## config.mk

```make
export PLATFORM = sky130hd
export DESIGN_NAME = sswd_top
export DESIGN_NICKNAME = d
export VERILOG_FILES = /design/src/verilog/sswd_pkg.sv /design/src/verilog/sswd_wd_counter.sv /design/src/verilog/sswd_top.sv
export SDC_FILE = /design/constraint.sdc
export NUM_CORES = 1
export LEC_CHECK = 0
export BUFFER_PORTS_ARGS = -buffer_cell sky130_fd_sc_hd__buf_2
export CORE_ASPECT_RATIO = 2
export CORE_MARGIN = 4
export CORE_UTILIZATION = 50
export DETAILED_ROUTE_END_ITERATION = 10
export HOLD_SLACK_MARGIN = 0.05
export PLACE_DENSITY = 0.7
export SLEW_MARGIN = 20
export SYNTH_ARGS = -nofsm -noshare
export SYNTH_HDL_FRONTEND = slang
export SYNTH_SLANG_ARGS = --single-unit
```

## constraint.sdc

```tcl
create_clock -name pclk -period 4 [get_ports pclk]
set_input_delay 1 -clock pclk [delete_from_list [all_inputs] [get_ports pclk]]
set_output_delay 1 -clock pclk [all_outputs]
set_load 0.01 [all_outputs]
```

## src/verilog/sswd_pkg.sv

```systemverilog
// Function
// one shared watchdog tick feeds both watchdogs, made by dividing the base clock
// a watchdog tick lasts multiplier plus two base ticks of 40 ns
// multiplier resets to 2498, giving a 100 us watchdog tick
// output watchdog time resets to 1000 ticks, 100 ms
// output watchdog time takes 0..65535, multiplier takes 1..65535
// set outputs are cleared when output traffic stops for the programmed time
// output watchdog time of zero disables the watchdog and output clearing
// five slave states: init, pre-op, safe-op, op and boot
// reset enters init, with mailbox and process data both blocked
// master sets up mailbox channels 0 and 1 while in init
// init to pre-op needs a correct mailbox setup
// pre-op allows mailbox only; master sets up process data from channel 2
// entering safe-op checks process data and clock setup, captures inputs
// safe-op allows all traffic, refreshes inputs, holds outputs safe
// with the output watchdog off, outputs switch in safe-op too
// master delivers valid output data before asking for op
// op drives the outputs from received output data, all traffic allowed
// boot only from init; only file-access mailbox, no process data
// master writes multiplier and watchdog times at 0x400, 0x410, 0x420
// each completed output data write reloads the output watchdog
package sswd_pkg;

  // ----------------------------------------------------------------
  // base tick generation
  // ----------------------------------------------------------------
  localparam logic [6:0]  CLK_PERIOD_NS  = 7'h19;
  localparam logic [6:0]  BASE_TICK_NS   = 7'h28;
  localparam logic [16:0] MULT_EXTRA     = 17'h00002;

  // ----------------------------------------------------------------
  // register map
  // ----------------------------------------------------------------
  localparam int unsigned ADDR_W         = 12;
  localparam logic [11:0] OFS_AL_CTRL    = 12'h120;
  localparam logic [11:0] OFS_AL_STAT    = 12'h130;
  localparam logic [11:0] OFS_CFG        = 12'h140;
  localparam logic [11:0] OFS_MULT       = 12'h400;
  localparam logic [11:0] OFS_PDI_WD     = 12'h410;
  localparam logic [11:0] OFS_SM_WD      = 12'h420;
  localparam logic [11:0] OFS_WD_STAT    = 12'h440;
  localparam logic [11:0] OFS_OUT        = 12'hf00;
  localparam logic [11:0] OFS_IN         = 12'hf80;

  // ----------------------------------------------------------------
  // reset values
  // ----------------------------------------------------------------
  localparam logic [15:0] MULT_RST       = 16'h09c2;
  localparam logic [15:0] PDI_TIME_RST   = 16'h03e8;
  localparam logic [15:0] SM_TIME_RST    = 16'h03e8;

  // ----------------------------------------------------------------
  // field positions and state codes
  // ----------------------------------------------------------------
  localparam int unsigned CFG_MBX_BIT    = 0;
  localparam int unsigned CFG_PD_BIT     = 1;
  localparam int unsigned CFG_DC_BIT     = 2;
  localparam int unsigned STAT_ERR_BIT   = 4;
  localparam int unsigned WD_SM_BIT      = 0;
  localparam int unsigned WD_PDI_BIT     = 1;
  localparam logic [3:0]  CODE_INIT      = 4'h1;
  localparam logic [3:0]  CODE_PREOP     = 4'h2;
  localparam logic [3:0]  CODE_BOOT      = 4'h3;
  localparam logic [3:0]  CODE_SAFEOP    = 4'h4;
  localparam logic [3:0]  CODE_OP        = 4'h8;

  // ----------------------------------------------------------------
  // types
  // ----------------------------------------------------------------
  typedef enum logic [2:0] {
    ST_INIT,
    ST_PREOP,
    ST_SAFEOP,
    ST_OP,
    ST_BOOT
  } sswd_state_t;

  typedef struct packed {
    logic [15:0] mult;
    logic [15:0] pdi_time;
    logic [15:0] sm_time;
  } sswd_wd_cfg_t;

  typedef struct packed {
    logic mbx_en;
    logic foe_only;
    logic pd_en;
  } sswd_comm_t;

endpackage

```

## src/verilog/sswd_wd_counter.sv

```systemverilog
`timescale 1ns/1ps
`default_nettype none

module sswd_wd_counter #(
  parameter int unsigned W = 16
) (
  // clock and reset
  input  wire logic         pclk,
  input  wire logic         presetn,
  input  wire logic         ce,
  // control
  input  wire logic         tick,
  input  wire logic         reload,
  input  wire logic         run,
  input  wire logic [W-1:0] limit,
  // status
  output logic              expired
);

  logic [W-1:0] cnt_reg;
  logic         exp_reg;
  logic         armed_reg;

  // ----------------------------------------------------------------
  // countdown in watchdog ticks
  // ----------------------------------------------------------------
  always_ff @(posedge pclk or negedge presetn)
  begin
    if (!presetn)
    begin
      cnt_reg   <= '0;
      exp_reg   <= 1'b0;
      armed_reg <= 1'b0;
    end
    else if (ce)
    begin
      armed_reg <= 1'b1;
      // first enabled cycle after reset loads the limit
      if (reload || !run || !armed_reg || limit == '0) // see
      begin
        cnt_reg <= limit;
        exp_reg <= 1'b0;
      end
      else if (tick && !exp_reg)
      begin
        if (cnt_reg <= W'(1))
        begin
          cnt_reg <= '0;
          exp_reg <= 1'b1;
        end
        else
        begin
          cnt_reg <= cnt_reg - W'(1);
        end
      end
    end
  end

  assign expired = exp_reg;

endmodule

`default_nettype wire

```

## src/verilog/sswd_top.sv

```systemverilog
// The register addresses and the APB interface to the registers were chosen for this implementation.
`timescale 1ns/1ps
`default_nettype none

module sswd_top #(
  parameter int unsigned OUT_W = 16
) (
  // clock and reset
  input  wire logic                     pclk,
  input  wire logic                     presetn,
  input  wire logic                     ce,
  // apb slave
  input  wire logic                     psel,
  input  wire logic                     penable,
  input  wire logic                     pwrite,
  input  wire logic [11:0]              paddr,
  input  wire logic [31:0]              pwdata,
  output logic [31:0]                   prdata,
  output logic                          pready,
  output logic                          pslverr,
  // process side
  input  wire logic [OUT_W-1:0]         din,
  input  wire logic                     pdi_kick,
  output logic [OUT_W-1:0]              dout,
  output sswd_pkg::sswd_comm_t          comm,
  output logic                          sm_wd_tripped
);

  sswd_pkg::sswd_state_t  state_reg;
  sswd_pkg::sswd_state_t  state_next;
  sswd_pkg::sswd_state_t  req_state;
  sswd_pkg::sswd_wd_cfg_t wd_cfg_reg;
  sswd_pkg::sswd_comm_t   comm_reg;
  logic [2:0]             cfg_reg;
  logic                   err_reg;
  logic [1:0]             wd_stat_reg;
  logic [OUT_W-1:0]       out_reg;
  logic [OUT_W-1:0]       in_img_reg;
  logic [OUT_W-1:0]       dout_reg;
  logic                   out_valid_reg;
  logic [31:0]            prdata_reg;
  logic                   pready_reg;
  logic                   pslverr_reg;
  logic [5:0]             acc_reg;
  logic [6:0]             acc_sum;
  logic                   base_tick;
  logic [16:0]            presc_reg;
  logic                   wd_tick_reg;
  logic                   sm_exp;
  logic                   sm_exp_q;
  logic                   pdi_exp;
  logic                   pdi_exp_q;
  logic                   sm_trip;
  logic                   pdi_trip;
  logic                   wr_en;
  logic                   ctrl_wr;
  logic                   out_wr;
  logic                   req_known;
  logic                   req_allow;
  logic                   pd_state;
  logic [31:0]            rd_data;
  logic                   rd_hit;

  // ----------------------------------------------------------------
  // apb decode
  // ----------------------------------------------------------------
  assign wr_en    = ce && psel && penable && pready_reg && pwrite;
  assign ctrl_wr  = wr_en && paddr == sswd_pkg::OFS_AL_CTRL;
  assign pd_state = state_reg == sswd_pkg::ST_SAFEOP || state_reg == sswd_pkg::ST_OP;
  assign out_wr   = wr_en && paddr == sswd_pkg::OFS_OUT && pd_state; // see

  always_comb
  begin
    rd_data = '0;
    rd_hit  = 1'b1;
    unique case (paddr)
      sswd_pkg::OFS_AL_CTRL: rd_data[3:0] = 4'h0;
      sswd_pkg::OFS_AL_STAT:
      begin
        rd_data[sswd_pkg::STAT_ERR_BIT] = err_reg;
        unique case (state_reg)
          sswd_pkg::ST_INIT:   rd_data[3:0] = sswd_pkg::CODE_INIT;
          sswd_pkg::ST_PREOP:  rd_data[3:0] = sswd_pkg::CODE_PREOP;
          sswd_pkg::ST_SAFEOP: rd_data[3:0] = sswd_pkg::CODE_SAFEOP;
          sswd_pkg::ST_OP:     rd_data[3:0] = sswd_pkg::CODE_OP;
          sswd_pkg::ST_BOOT:   rd_data[3:0] = sswd_pkg::CODE_BOOT;
        endcase
      end
      sswd_pkg::OFS_CFG:     rd_data[2:0]       = cfg_reg;
      sswd_pkg::OFS_MULT:    rd_data[15:0]      = wd_cfg_reg.mult;
      sswd_pkg::OFS_PDI_WD:  rd_data[15:0]      = wd_cfg_reg.pdi_time;
      sswd_pkg::OFS_SM_WD:   rd_data[15:0]      = wd_cfg_reg.sm_time;
      sswd_pkg::OFS_WD_STAT: rd_data[1:0]       = wd_stat_reg;
      sswd_pkg::OFS_OUT:     rd_data[OUT_W-1:0] = out_reg;
      sswd_pkg::OFS_IN:      rd_data[OUT_W-1:0] = in_img_reg;
      default:               rd_hit             = 1'b0;
    endcase
  end

  // ----------------------------------------------------------------
  // apb handshake, one access cycle
  // ----------------------------------------------------------------
  always_ff @(posedge pclk or negedge presetn)
  begin
    if (!presetn)
    begin
      pready_reg  <= 1'b0;
      pslverr_reg <= 1'b0;
      prdata_reg  <= '0;
    end
    else if (ce)
    begin
      pready_reg  <= psel && !penable && !pready_reg;
      pslverr_reg <= psel && !penable && !rd_hit;
      if (psel && !penable)
        prdata_reg <= pwrite ? 32'h0000_0000 : rd_data;
    end
  end

  // ----------------------------------------------------------------
  // configuration registers
  // ----------------------------------------------------------------
  always_ff @(posedge pclk or negedge presetn)
  begin
    if (!presetn)
    begin
      wd_cfg_reg.mult     <= sswd_pkg::MULT_RST;
      wd_cfg_reg.pdi_time <= sswd_pkg::PDI_TIME_RST;
      wd_cfg_reg.sm_time  <= sswd_pkg::SM_TIME_RST;
      cfg_reg             <= 3'h0;
    end
    else if (wr_en)
    begin
      if (paddr == sswd_pkg::OFS_MULT && pwdata[15:0] != 16'h0000) // see
        wd_cfg_reg.mult <= pwdata[15:0];
      if (paddr == sswd_pkg::OFS_PDI_WD)
        wd_cfg_reg.pdi_time <= pwdata[15:0];
      if (paddr == sswd_pkg::OFS_SM_WD) // see
        wd_cfg_reg.sm_time <= pwdata[15:0];
      if (paddr == sswd_pkg::OFS_CFG)
        cfg_reg <= pwdata[2:0];
    end
  end

  // ----------------------------------------------------------------
  // slave state machine
  // ----------------------------------------------------------------
  always_comb
  begin
    req_known = 1'b1;
    req_state = sswd_pkg::ST_INIT;
    unique case (pwdata[3:0])
      sswd_pkg::CODE_INIT:   req_state = sswd_pkg::ST_INIT;
      sswd_pkg::CODE_PREOP:  req_state = sswd_pkg::ST_PREOP;
      sswd_pkg::CODE_SAFEOP: req_state = sswd_pkg::ST_SAFEOP;
      sswd_pkg::CODE_OP:     req_state = sswd_pkg::ST_OP;
      sswd_pkg::CODE_BOOT:   req_state = sswd_pkg::ST_BOOT;
      default:               req_known = 1'b0;
    endcase
    req_allow = 1'b0;
    unique case (req_state)
      sswd_pkg::ST_INIT:   req_allow = 1'b1;
      sswd_pkg::ST_PREOP:  req_allow = (state_reg == sswd_pkg::ST_INIT) ?
                                       cfg_reg[sswd_pkg::CFG_MBX_BIT] :
                                       state_reg != sswd_pkg::ST_BOOT;
      sswd_pkg::ST_SAFEOP: req_allow = (state_reg == sswd_pkg::ST_PREOP) ?
                                       cfg_reg[sswd_pkg::CFG_PD_BIT] &&
                                       cfg_reg[sswd_pkg::CFG_DC_BIT] :
                                       pd_state;
      sswd_pkg::ST_OP:     req_allow = (state_reg == sswd_pkg::ST_SAFEOP) ?
                                       out_valid_reg :
                                       state_reg == sswd_pkg::ST_OP;
      sswd_pkg::ST_BOOT:   req_allow = state_reg == sswd_pkg::ST_INIT ||
                                       state_reg == sswd_pkg::ST_BOOT;
    endcase
    req_allow  = req_allow && req_known;
    state_next = (ctrl_wr && req_allow) ? req_state : state_reg;
  end

  always_ff @(posedge pclk or negedge presetn)
  begin
    if (!presetn)
      state_reg <= sswd_pkg::ST_INIT; // see
    else if (ce)
      state_reg <= state_next;
  end

  // refused request flag, set wins over clear
  always_ff @(posedge pclk or negedge presetn)
  begin
    if (!presetn)
      err_reg <= 1'b0;
    else if (ctrl_wr && !req_allow)
      err_reg <= 1'b1;
    else if (wr_en && paddr == sswd_pkg::OFS_AL_STAT && pwdata[sswd_pkg::STAT_ERR_BIT])
      err_reg <= 1'b0;
  end

  // traffic permissions follow the state being entered
  always_ff @(posedge pclk or negedge presetn)
  begin
    if (!presetn)
      comm_reg <= '0;
    else if (ce)
    begin
      comm_reg.mbx_en   <= state_next != sswd_pkg::ST_INIT;
      comm_reg.foe_only <= state_next == sswd_pkg::ST_BOOT;
      comm_reg.pd_en    <= state_next == sswd_pkg::ST_SAFEOP ||
                           state_next == sswd_pkg::ST_OP; // see
    end
  end

  // ----------------------------------------------------------------
  // process data
  // ----------------------------------------------------------------
  always_ff @(posedge pclk or negedge presetn)
  begin
    if (!presetn)
      in_img_reg <= '0;
    else if (ce && (state_next == sswd_pkg::ST_SAFEOP || state_next == sswd_pkg::ST_OP))
      in_img_reg <= din; // see
  end

  always_ff @(posedge pclk or negedge presetn)
  begin
    if (!presetn)
    begin
      out_reg       <= '0;
      out_valid_reg <= 1'b0;
    end
    else if (ce)
    begin
      if (out_wr)
      begin
        out_reg       <= pwdata[OUT_W-1:0];
        out_valid_reg <= 1'b1;
      end
      else if (sm_trip)
      begin
        out_reg       <= '0;
        out_valid_reg <= 1'b0;
      end
      else if (state_next != sswd_pkg::ST_SAFEOP && state_next != sswd_pkg::ST_OP)
        out_valid_reg <= 1'b0;
    end
  end

  always_ff @(posedge pclk or negedge presetn)
  begin
    if (!presetn)
      dout_reg <= '0;
    else if (ce)
    begin
      if (state_reg == sswd_pkg::ST_OP)
        dout_reg <= out_reg;
      else if (state_reg == sswd_pkg::ST_SAFEOP && wd_cfg_reg.sm_time == 16'h0000)
        dout_reg <= out_reg;
      else
        dout_reg <= '0;
    end
  end

  // ----------------------------------------------------------------
  // shared watchdog tick
  // ----------------------------------------------------------------
  // 40 ns base ticks from the 25 ns clock by phase accumulation
  assign acc_sum   = {1'b0, acc_reg} + sswd_pkg::CLK_PERIOD_NS;
  assign base_tick = acc_sum >= sswd_pkg::BASE_TICK_NS;

  always_ff @(posedge pclk or negedge presetn)
  begin
    if (!presetn)
    begin
      acc_reg     <= 6'h00;
      presc_reg   <= 17'h00000;
      wd_tick_reg <= 1'b0;
    end
    else if (ce)
    begin
      acc_reg     <= base_tick ? 6'(acc_sum - sswd_pkg::BASE_TICK_NS) : acc_sum[5:0];
      wd_tick_reg <= 1'b0;
      if (base_tick)
      begin
        if (presc_reg + 17'h00001 >= {1'b0, wd_cfg_reg.mult} + sswd_pkg::MULT_EXTRA)
        begin
          presc_reg   <= 17'h00000;
          wd_tick_reg <= 1'b1;
        end
        else
          presc_reg <= presc_reg + 17'h00001;
      end
    end
  end

  // ----------------------------------------------------------------
  // watchdogs
  // ----------------------------------------------------------------
  sswd_wd_counter #(.W(16)) u_sm_wd (
    .pclk    (pclk),
    .presetn (presetn),
    .ce      (ce),
    .tick    (wd_tick_reg),
    .reload  (out_wr),
    .run     (out_valid_reg && pd_state),
    .limit   (wd_cfg_reg.sm_time),
    .expired (sm_exp)
  );

  sswd_wd_counter #(.W(16)) u_pdi_wd (
    .pclk    (pclk),
    .presetn (presetn),
    .ce      (ce),
    .tick    (wd_tick_reg),
    .reload  (pdi_kick),
    .run     (1'b1),
    .limit   (wd_cfg_reg.pdi_time),
    .expired (pdi_exp)
  );

  assign sm_trip  = sm_exp && !sm_exp_q;
  assign pdi_trip = pdi_exp && !pdi_exp_q;

  // sticky trip flags, write one to clear, set wins
  always_ff @(posedge pclk or negedge presetn)
  begin
    if (!presetn)
    begin
      sm_exp_q    <= 1'b0;
      pdi_exp_q   <= 1'b0;
      wd_stat_reg <= 2'h0;
    end
    else if (ce)
    begin
      sm_exp_q  <= sm_exp;
      pdi_exp_q <= pdi_exp;
      for (int i = 0; i < 2; i++)
      begin
        if ((i == sswd_pkg::WD_SM_BIT) ? sm_trip : pdi_trip)
          wd_stat_reg[i] <= 1'b1;
        else if (wr_en && paddr == sswd_pkg::OFS_WD_STAT && pwdata[i])
          wd_stat_reg[i] <= 1'b0;
      end
    end
  end

  assign prdata        = prdata_reg;
  assign pready        = pready_reg;
  assign pslverr       = pslverr_reg;
  assign dout          = dout_reg;
  assign comm          = comm_reg;
  assign sm_wd_tripped = wd_stat_reg[sswd_pkg::WD_SM_BIT];

  logic [16:0] hlp_bt_reg;
  logic        hlp_ok_reg;
  always_ff @(posedge pclk or negedge presetn)
  begin
    if (!presetn)
    begin
      hlp_bt_reg <= 17'h00000;
      hlp_ok_reg <= 1'b0;
    end
    else if (ce)
    begin
      if (wr_en && paddr == sswd_pkg::OFS_MULT)
        hlp_ok_reg <= 1'b0;
      else if (wd_tick_reg)
        hlp_ok_reg <= 1'b1;
      if (wd_tick_reg)
        hlp_bt_reg <= 17'(base_tick);
      else if (base_tick)
        hlp_bt_reg <= hlp_bt_reg + 17'h00001;
    end
  end
endmodule

`default_nettype wire

```

==> impl_metrics.ini, run 1 <==
[yosys]
ys_seq_elements = 188
synth_edf_count = 0
ys_seq_area_share_pct = 45.4
synth.most_common_cell = dfrtp_1
yosys-top-cells-count = dfrtp_1, o21ai_0, mux2_2, nand2_1, nor2_1
syn_area_per_cell_um2 = 10.1
synthFlopType = dfrtp_1
synthTopCellsByArea = dfrtp_1, mux2_2, a22o_1, dfstp_2, o21ai_0
netlist.area_leader.share_pct = 41.1
synthArstFlopShare_pct = 100
syn_area_mm2 = 0.0104
ys_warn_count = 0
synth_area_leader_cell = dfrtp_1
ys_types = 75
netlist_instances = 1025

[power_and_ir_drop]
swShare_pct = 31.9
power_mw = 4.89
power.net_switching_mw = 1.56
vdd_drop_max_v = 0.000270
internal-power_mw = 3.33
p_clk_share_pct = 35.8
p_leak_nw = 5.32
seqPwrFrac_pct = 42.9
pwr-share-comb_pct = 21.2
p_per_area_mw_per_mm2 = 413

[setup_path]
cp_max_fo = 9
endpoint_kind = register
crit_arrival_ps = 3790
critical-path-max-stage-delay_ps = 420
crit_chain = ha_1 -> nand4_1 -> nor3_1 -> buf_4 -> and3_1 -> xor2_1 -> ha_1 -> nand4_1 -> nor4_1 -> a2111oi_0 -> o21bai_1 -> buf_4 -> o221ai_1 -> o21ai_0
cp_top_family = compound AO/OA/AOI/OAI gates
critical_path_required_ps = 4310
path_buf_inv = 2
start_kind = register
critPathSlowestCell = dfrtp_1
crit_type = reg2reg

[route]
first_pass_iters = 5
drc = 0
wl_per_cell_um = 21.7
ant_nets = 0
vias = 8709
drt_iter0_drc = 613
wirelength_um = 30300
viasPerCell = 6.25

[sta]
hold_viol_final = 0
final.period_utilization_pct = 87.1
relSlewSlack_pct = 46.4
setup_tns_ps = 0
clock.fmax_mhz = 287
fin_crit_ps = 3480
maxSlewViolCount = 0
rsz0062_at_grt = false
finalClockSkew_ps = 10.2
tightest_slew_ps = 793
setup_viol = 0

[global_route]
antenna_found_initial = 1
grt_max_degree = 87
grt_pass1_vias = 9113
track_usage_pct = 27.3
grt.overflow.total = 0
grt_pass1_wl_um = 48300

[placed_design]
placed_cell_area_mm2 = 0.0112
finalWeightedCongestion = 0.938
io_buffers = 88
post-dp-hpwl_um = 22900

[floorplanning]
ios = 121
fp.dieH_um = 212
initial_core_util_pct = 50.8
coreArea_mm2 = 0.0205
rows = 74
die-area_mm2 = 0.0233
fp.dieW_um = 110

[cts]
cts-buffers-inserted = 17
cts_resized = 0
cts_buffer_depth = 2
cts-root-buf = clkbuf_16
h-tree-depth = 4
postCtsSetupBuffers = 0
hold_buffers = 0
cts_tree = built
clkSlewWorstSetupHoldPaths_ps = 70
insertion_delay_ps = 450
cts.sinks = 188

[flow_run]
cap_violations = 0

[layout]
areaGrowthSynthToFinish_pct = 13.9
largest_reg_flops = 48
nFillCells = 1765
final_util_pct = 57.9
final_nets = 1206
layout-drive-gt1-share_pct = 24.0
stdcell_area_mm2 = 0.0119

[outcome]
status = complete, no violations

[worst_hold_path]
hp-class = reg2reg
[power groups by stage]
| stage | logic, mW | clock network (mW) | registers, mW |
|---|---|---|---|
| 2_1_floorplan | 0.743 | 0 | 2.07 |
| 3_3_place_gp | 1.02 | 0 | 2.13 |
| 3_5_place_dp | 1.04 | 0 | 2.14 |
| 4_1_cts | 1.04 | 1.78 | 2.10 |
| 5_1_grt | 1.16 | 1.87 | 2.11 |
| 6_report | 1.04 | 1.75 | 2.10 |
[area by class of cell]
cell class	count	area, um2	share of cell area (%)
multi-input cells	754	5330	44.9
flip-flops and latches	188	4730	39.9
repair buffers	125	752	6.35
clock buffers	18	429	3.62
well taps	266	333	2.81
clock inverters	14	180	1.52
inverters	27	101	0.855
diodes	1	2.50	0.0211
[cells in the final DEF, fill, tap and decap left out, types with 16 or more instances in the layout]
| cell | instances |
|---|---|
| buf_4 | 35 |
| clkbuf_16 | 17 |
| nand2_1 | 64 |
| o21ai_0 | 75 |
| and3_1 | 16 |
| buf_2 | 87 |
| dfrtp_1 | 171 |
| dfstp_2 | 17 |
| a22o_1 | 53 |
| inv_1 | 26 |
| xnor2_1 | 19 |
| o2bb2ai_1 | 19 |
| nor3_1 | 31 |
| ha_1 | 26 |
| mux2_2 | 64 |
| nand3_1 | 31 |
| a22oi_1 | 19 |
| xor2_1 | 20 |
| conb_1 | 16 |
| nor4_1 | 30 |
| a21oi_1 | 39 |
| nor2_1 | 55 |
[stage by stage]
step                worst slack (ps)  instances  hold WS [ps]
CTS                              505       1392           468
global route                     216       1393           518
global placement                 173       1360           445
finish                           516       1393           463
floorplan                       55.4       1040           435
detailed placement               153       1360           457
[routing by layer]
layer	share of wire [%]	GRT usage, %
met2	54	48.4
met4	6.5	17.8
met3	3.8	3.80
met1	36	29.6
met5	0	0
[logic make-up (layout without fill, tap and decap cells)]
logic type | after synthesis | after routing | share of synthesized area [%]
mux | 78 | 78 | 8.74
buf+inv | 98 | 184 | 4.23
fa+ha+maj | 26 | 26 | 3.13
other cells | 1 | 17 | 0.0360
flops | 188 | 188 | 45.4
xor+xnor | 39 | 39 | 3.28
simple gates | 304 | 304 | 15.5
compound gates | 291 | 291 | 19.7
[worst paths after layout]
| path | from | endpoint | slack (ps) | cells after the start |
|---|---|---|---|---|
| setup / recovery | presc_reg[0]$_DFFE_PN0P_ | wd_tick_reg$_DFFE_PN0P_ | 520 | 14 |
| hold / removal | pdi_exp_q$_DFFE_PN0P_ | wd_stat_reg[1]$_DFFE_PN0P_ | 460 | 1 |
| setup reg to reg | presc_reg[0]$_DFFE_PN0P_ | wd_tick_reg$_DFFE_PN0P_ | 520 | 14 |
| hold reg to reg | pdi_exp_q$_DFFE_PN0P_ | wd_stat_reg[1]$_DFFE_PN0P_ | 460 | 1 |
| max in group asynchronous | presetn | dout[8]$_DFFE_PN0P_ | 2460 | 2 |
| min in group asynchronous | presetn | acc_reg[0]$_DFFE_PN0P_ | 590 | 1 |
Note: power is estimated with default switching activity, not from simulation.
==> run 2: changes to the inputs <==
--- a/config.mk
+++ b/config.mk
@@ -12,6 +12,7 @@
 export DETAILED_ROUTE_END_ITERATION = 10
 export HOLD_SLACK_MARGIN = 0.05
 export PLACE_DENSITY = 0.7
+export REMOVE_ABC_BUFFERS = 1
 export SLEW_MARGIN = 20
 export SYNTH_ARGS = -nofsm -noshare
 export SYNTH_HDL_FRONTEND = slang
==> run 2 against run 1 <==
  * Sequential share of layout area shrank 0.063 points
  * Clock skew is 3.1 ps lower
  * Via count is 1.4% higher
  * Non-clock buffer count decreased by 2
  * Power is 2.3% higher
  * Sequential power hardly changed
  * Routed wire length rose by 2.2%
  * Global-route usage increased by 0.42 points
==> impl_metrics.ini, run 2 (synthesized netlist as in run 1, its figures left out) <==
[placed_design]
place_ws_ps = 208
io_buffers = 88
post-dp-hpwl_um = 23200
finalWeightedCongestion = 0.934
placed_cell_area_mm2 = 0.0112

[sta]
setup_viol = 0
whs_ps = 473
hold_viol_final = 0
relSlewSlack_pct = 32.6
finalClockSkew_ps = 7.07
fin_crit_ps = 3730
clock.fmax_mhz = 268
final.period_utilization_pct = 93.3
tightest_slew_ps = 1010
maxSlewViolCount = 0
rsz0062_at_grt = false
worst_slack_ps = 269

[global_route]
grt.overflow.total = 0
grt_max_degree = 85
antenna_found_initial = 2
grt_pass1_vias = 8997
track_usage_pct = 27.8
grt_pass1_wl_um = 49200

[floorplanning]
die-area_mm2 = 0.0233
ios = 121
fp.dieH_um = 212
coreArea_mm2 = 0.0205
initial_core_util_pct = 50.8
fp.dieW_um = 110
rows = 74

[layout]
mostFrequentLayoutCells = dfrtp_1, buf_2, o21ai_0
final_util_pct = 58.0
largest_reg_flops = 48
final_common_cell = dfrtp_1
stdcell_area_mm2 = 0.0119
layout-drive-gt1-share_pct = 23.9
seq_area_mm2 = 0.00473
final_nets = 1204
multi_input_area_mm2 = 0.00533
nFillCells = 1835
areaGrowthSynthToFinish_pct = 14.1

[power_and_ir_drop]
swShare_pct = 30.8
pwr-share-comb_pct = 20.9
p_clk_share_pct = 37.2
p_leak_nw = 5.33
power_mw = 5.00
vdd_drop_max_v = 0.000254
p_per_area_mw_per_mm2 = 422
power.net_switching_mw = 1.54
internal-power_mw = 3.46
seqPwrFrac_pct = 41.9

[flow_run]
cap_violations = 0

[cts]
cts_tree = built
cts.sinks = 188
h-tree-depth = 4
clkSlewWorstSetupHoldPaths_ps = 70
insertion_delay_ps = 440
postCtsSetupBuffers = 0
cts-root-buf = clkbuf_16
hold_buffers = 0
cts_buffer_depth = 2
cts-buffers-inserted = 17
cts_resized = 0

[setup_path]
crit_chain = ha_1 -> nand4_1 -> nor3_1 -> buf_4 -> nand3_1 -> xnor2_1 -> ha_1 -> nand4_1 -> nor4_1 -> a2111oi_0 -> o21bai_1 -> buf_4 -> nor3_1 -> buf_4 -> mux2_2
endpoint_kind = register
cp_top_family = simple AND/OR/NAND/NOR gates
critical_path_required_ps = 4320
crit_arrival_ps = 4050
critPathSlowestCell = nor4_1
r2r_slack_ps = 270
crit_type = reg2reg
start_kind = register
cp_max_fo = 14
crit_path_frequent_cell = buf_4
critical-path-max-stage-delay_ps = 490
path_buf_inv = 3

[route]
drt_iter0_drc = 424
wirelength_um = 30900
ant_nets = 0
wl_per_cell_um = 22.2
drc = 0
vias = 8828
viasPerCell = 6.34
first_pass_iters = 5

[worst_hold_path]
hp-class = reg2reg

[outcome]
status = complete, no violations
-- run 2: area by class of cell --
type / instances / area share [%]
repair buffers: 123 / 6.21
flip-flops and latches: 188 / 39.8
multi-input cells: 754 / 44.9
clock inverters: 13 / 1.58
inverters: 27 / 0.854
diodes: 2 / 0.0422
well taps: 266 / 2.80
clock buffers: 19 / 3.82
-- run 2: metrics by stage --
stage | TNS (ps) | cells
after floorplan | -28280 | 969
after global placement | 0 | 1358
after detailed placement | 0 | 1358
after CTS | 0 | 1390
after global routing | 0 | 1392
final | 0 | 1392
-- run 2: power by group through the flow --
stage | logic, mW | clock network, mW | registers, mW
global placement | 1.01 | 0 | 2.13
global route | 1.16 | 1.95 | 2.11
CTS | 1.04 | 1.89 | 2.09
floorplan | 0.660 | 0 | 2.10
detailed placement | 1.03 | 0 | 2.13
finish | 1.04 | 1.86 | 2.10
-- run 2: routing by layer --
metal  vias up  GRT usage (%)  share of wire (%)
li1       4019              -                  -
met1      4427           29.4                 35
met2       281           50.5                 55
met3       101           4.35                4.1
met4         0           16.1                5.8
met5         -              0                  0
-- run 2: worst paths after layout --
check | from | to | depth (start not counted)
worst max-delay path | presc_reg[0]$_DFFE_PN0P_ | presc_reg[0]$_DFFE_PN0P_ | 15
worst min-delay path | pdi_exp_q$_DFFE_PN0P_ | wd_stat_reg[1]$_DFFE_PN0P_ | 1
worst max register to register | presc_reg[0]$_DFFE_PN0P_ | presc_reg[0]$_DFFE_PN0P_ | 15
worst min register to register | pdi_exp_q$_DFFE_PN0P_ | wd_stat_reg[1]$_DFFE_PN0P_ | 1
max in group asynchronous | presetn | u_pdi_wd.cnt_reg[9]$_DFFE_PN0P_ | 2
min in group asynchronous | presetn | acc_reg[2]$_DFFE_PN0P_ | 1
==> run 3: changes to the inputs <==
--- a/config.mk
+++ b/config.mk
@@ -7,11 +7,12 @@
 export LEC_CHECK = 0
 export BUFFER_PORTS_ARGS = -buffer_cell sky130_fd_sc_hd__buf_2
 export CORE_ASPECT_RATIO = 2
-export CORE_MARGIN = 4
-export CORE_UTILIZATION = 50
+export CORE_MARGIN = 2
+export CORE_UTILIZATION = 59
 export DETAILED_ROUTE_END_ITERATION = 10
+export GPL_TIMING_DRIVEN = 0
 export HOLD_SLACK_MARGIN = 0.05
-export PLACE_DENSITY = 0.7
+export PLACE_DENSITY = 0.81
 export REMOVE_ABC_BUFFERS = 1
 export SLEW_MARGIN = 20
 export SYNTH_ARGS = -nofsm -noshare
==> run 3 against run 2 <==
  * Global-route usage grew 4.7 points
  * Cell count down 5.5%
  * Via count rose by 0.74%
  * Hold slack barely moved
  * Maximum frequency shrank 1.6%
  * Count of clock-buffer cells in the layout decreased by 1
  * First-iteration DRC count up 81%
  * Core utilization grew 9.9 points
  * Clock skew up 9.7 ps
  * Flip-flop and latch count is the same
  * Routed wire length shrank 2.6%
  * Critical path type is now in2reg
  * Largest cell class unchanged
==> impl_metrics.ini, run 3 (synthesized netlist as in run 1, its figures left out) <==
[outcome]
status = complete, no violations

[global_route]
grt.overflow.total = 0
antenna_found_initial = 0
track_usage_pct = 32.5
grt_pass1_vias = 9062
grt_pass1_wl_um = 47900
grt_max_degree = 103

[cts]
h-tree-depth = 4
cts-root-buf = clkbuf_16
cts-buffers-inserted = 17
cts.sinks = 188
hold_buffers = 0
cts_buffer_depth = 2
clkSlewWorstSetupHoldPaths_ps = 70
insertion_delay_ps = 450
cts_tree = built

[sta]
clock.fmax_mhz = 264
hold_viol_final = 0
tightest_slew_ps = 996
maxSlewViolCount = 0
final.period_utilization_pct = 94.8
whs_ps = 473
setup_viol = 0
relSlewSlack_pct = 33.5
finalClockSkew_ps = 16.8
fin_crit_ps = 3790
worst_slack_ps = 207

[layout]
mostFrequentLayoutCells = dfrtp_1, buf_2, o21ai_0
fin_cells = 1316
final_nets = 1185
areaGrowthSynthToFinish_pct = 12.7
final_common_cell = dfrtp_1
largest_reg_flops = 48
layout-drive-gt1-share_pct = 23.5
nFillCells = 1290

[route]
viasPerCell = 6.76
wl_per_cell_um = 22.9
vias = 8893
drc = 0
drt_iter0_drc = 767
first_pass_iters = 7
wirelength_um = 30100
ant_nets = 0

[setup_path]
cp_max_fo = 17
crit_arrival_ps = 4120
reg2reg_depth = 13
start_kind = input pin
r2r_slack_ps = 250
endpoint_kind = register
crit_type = in2reg
reg2reg_from = presc_reg[0]$_DFFE_PN0P_
r2r_end = presc_reg[10]$_DFFE_PN0P_
critical_path_required_ps = 4320

[worst_hold_path]
hold_start = pdi_exp_q$_DFFE_PN0P_
min_to = wd_stat_reg[1]$_DFFE_PN0P_
whs_path_depth = 1
hp-class = reg2reg

[flow_run]
cap_violations = 0

[placed_design]
place_ws_ps = -506
io_buffers = 88
post-dp-hpwl_um = 21800
finalWeightedCongestion = 0.956
dp.cells = 1280

[floorplanning]
die-area_mm2 = 0.0188
coreArea_mm2 = 0.0173
fp.dieH_um = 192
initial_core_util_pct = 60.2
rows = 68
ios = 121
fp.dieW_um = 97.9

[power_and_ir_drop]
p_per_area_mw_per_mm2 = 424
power_mw = 4.98
p_leak_nw = 5.29
vdd_drop_max_v = 0.000266
run 3: cell count changes in the layout (fill, tap and decap cells not counted), sizes merged:
cell and change:
clkinvlp +2, clkinv -1, clkbuf -2, buf -18, diode -1
run 3: per-stage QoR:
step	util, %	setup TNS, ps	area, um2
detailed placement	64.0	-26930	11000
finish	67.9	0	11700
floorplan	-	-28280	10100
CTS	67.7	0	11700
global placement	62.7	-331710	10800
global route	67.9	-153	11700
run 3: worst max-delay path: stages:
cell,delay (ps)
buf_2,150
or4b_2,780
nor3_4,600
nor4b_4,390
buf_4,270
nand2_1,460
mux2_2,450
run 3: timing repair:
action | in CTS | in global routing
setup endpoints to repair | 30 | 25
resized for setup | 5 | 3
pin swaps | 0 | 2
buffers inserted | 0 | 3
run 3: per-layer routing:
layer  up-vias  part of all wire [%]  global-route usage, %
met5         -                     0                      0
met4         0                   6.1                   19.7
met3       137                   5.6                   4.22
met2       412                    54                   59.2
met1      4368                    35                   35.4
li1       3976                     -                      -
run 3: area by class of cell:
cell class              count  area [um2]  area share, %
multi-input cells         754        5400           46.0
well taps                 210         263           2.24
inverters                  27         103          0.875
clock buffers              18         429           3.66
clock inverters            14         190           1.62
repair buffers            104         617           5.26
diodes                      1        2.50         0.0213
flip-flops and latches    188        4730           40.3
run 3: how the worst max path moves through the flow:
stage                             startpoint                              to  slack (ps)  cells past startpoint
global placement                    paddr[1]  u_sm_wd.cnt_reg[1]$_DFFE_PN0P_       -3380                      7
detailed placement                  paddr[8]      wd_cfg_reg[35]$_DFFE_PN0P_        -510                      5
floorplan                           paddr[1]  u_sm_wd.cnt_reg[1]$_DFFE_PN0P_       -1740                      6
finish                              paddr[8]      wd_cfg_reg[17]$_DFFE_PN0P_         210                      7
global route        presc_reg[0]$_DFFE_PN0P_        presc_reg[9]$_DFFE_PN0P_         -40                     13
CTS                                 paddr[1]  u_sm_wd.cnt_reg[1]$_DFFE_PN0P_          20                      9
run 3: where the power goes:
| group | internal [mW] | switching, mW |
|---|---|---|
| clock network | 1.05 | 0.779 |
| registers | 1.98 | 0.117 |
| logic | 0.393 | 0.658 |
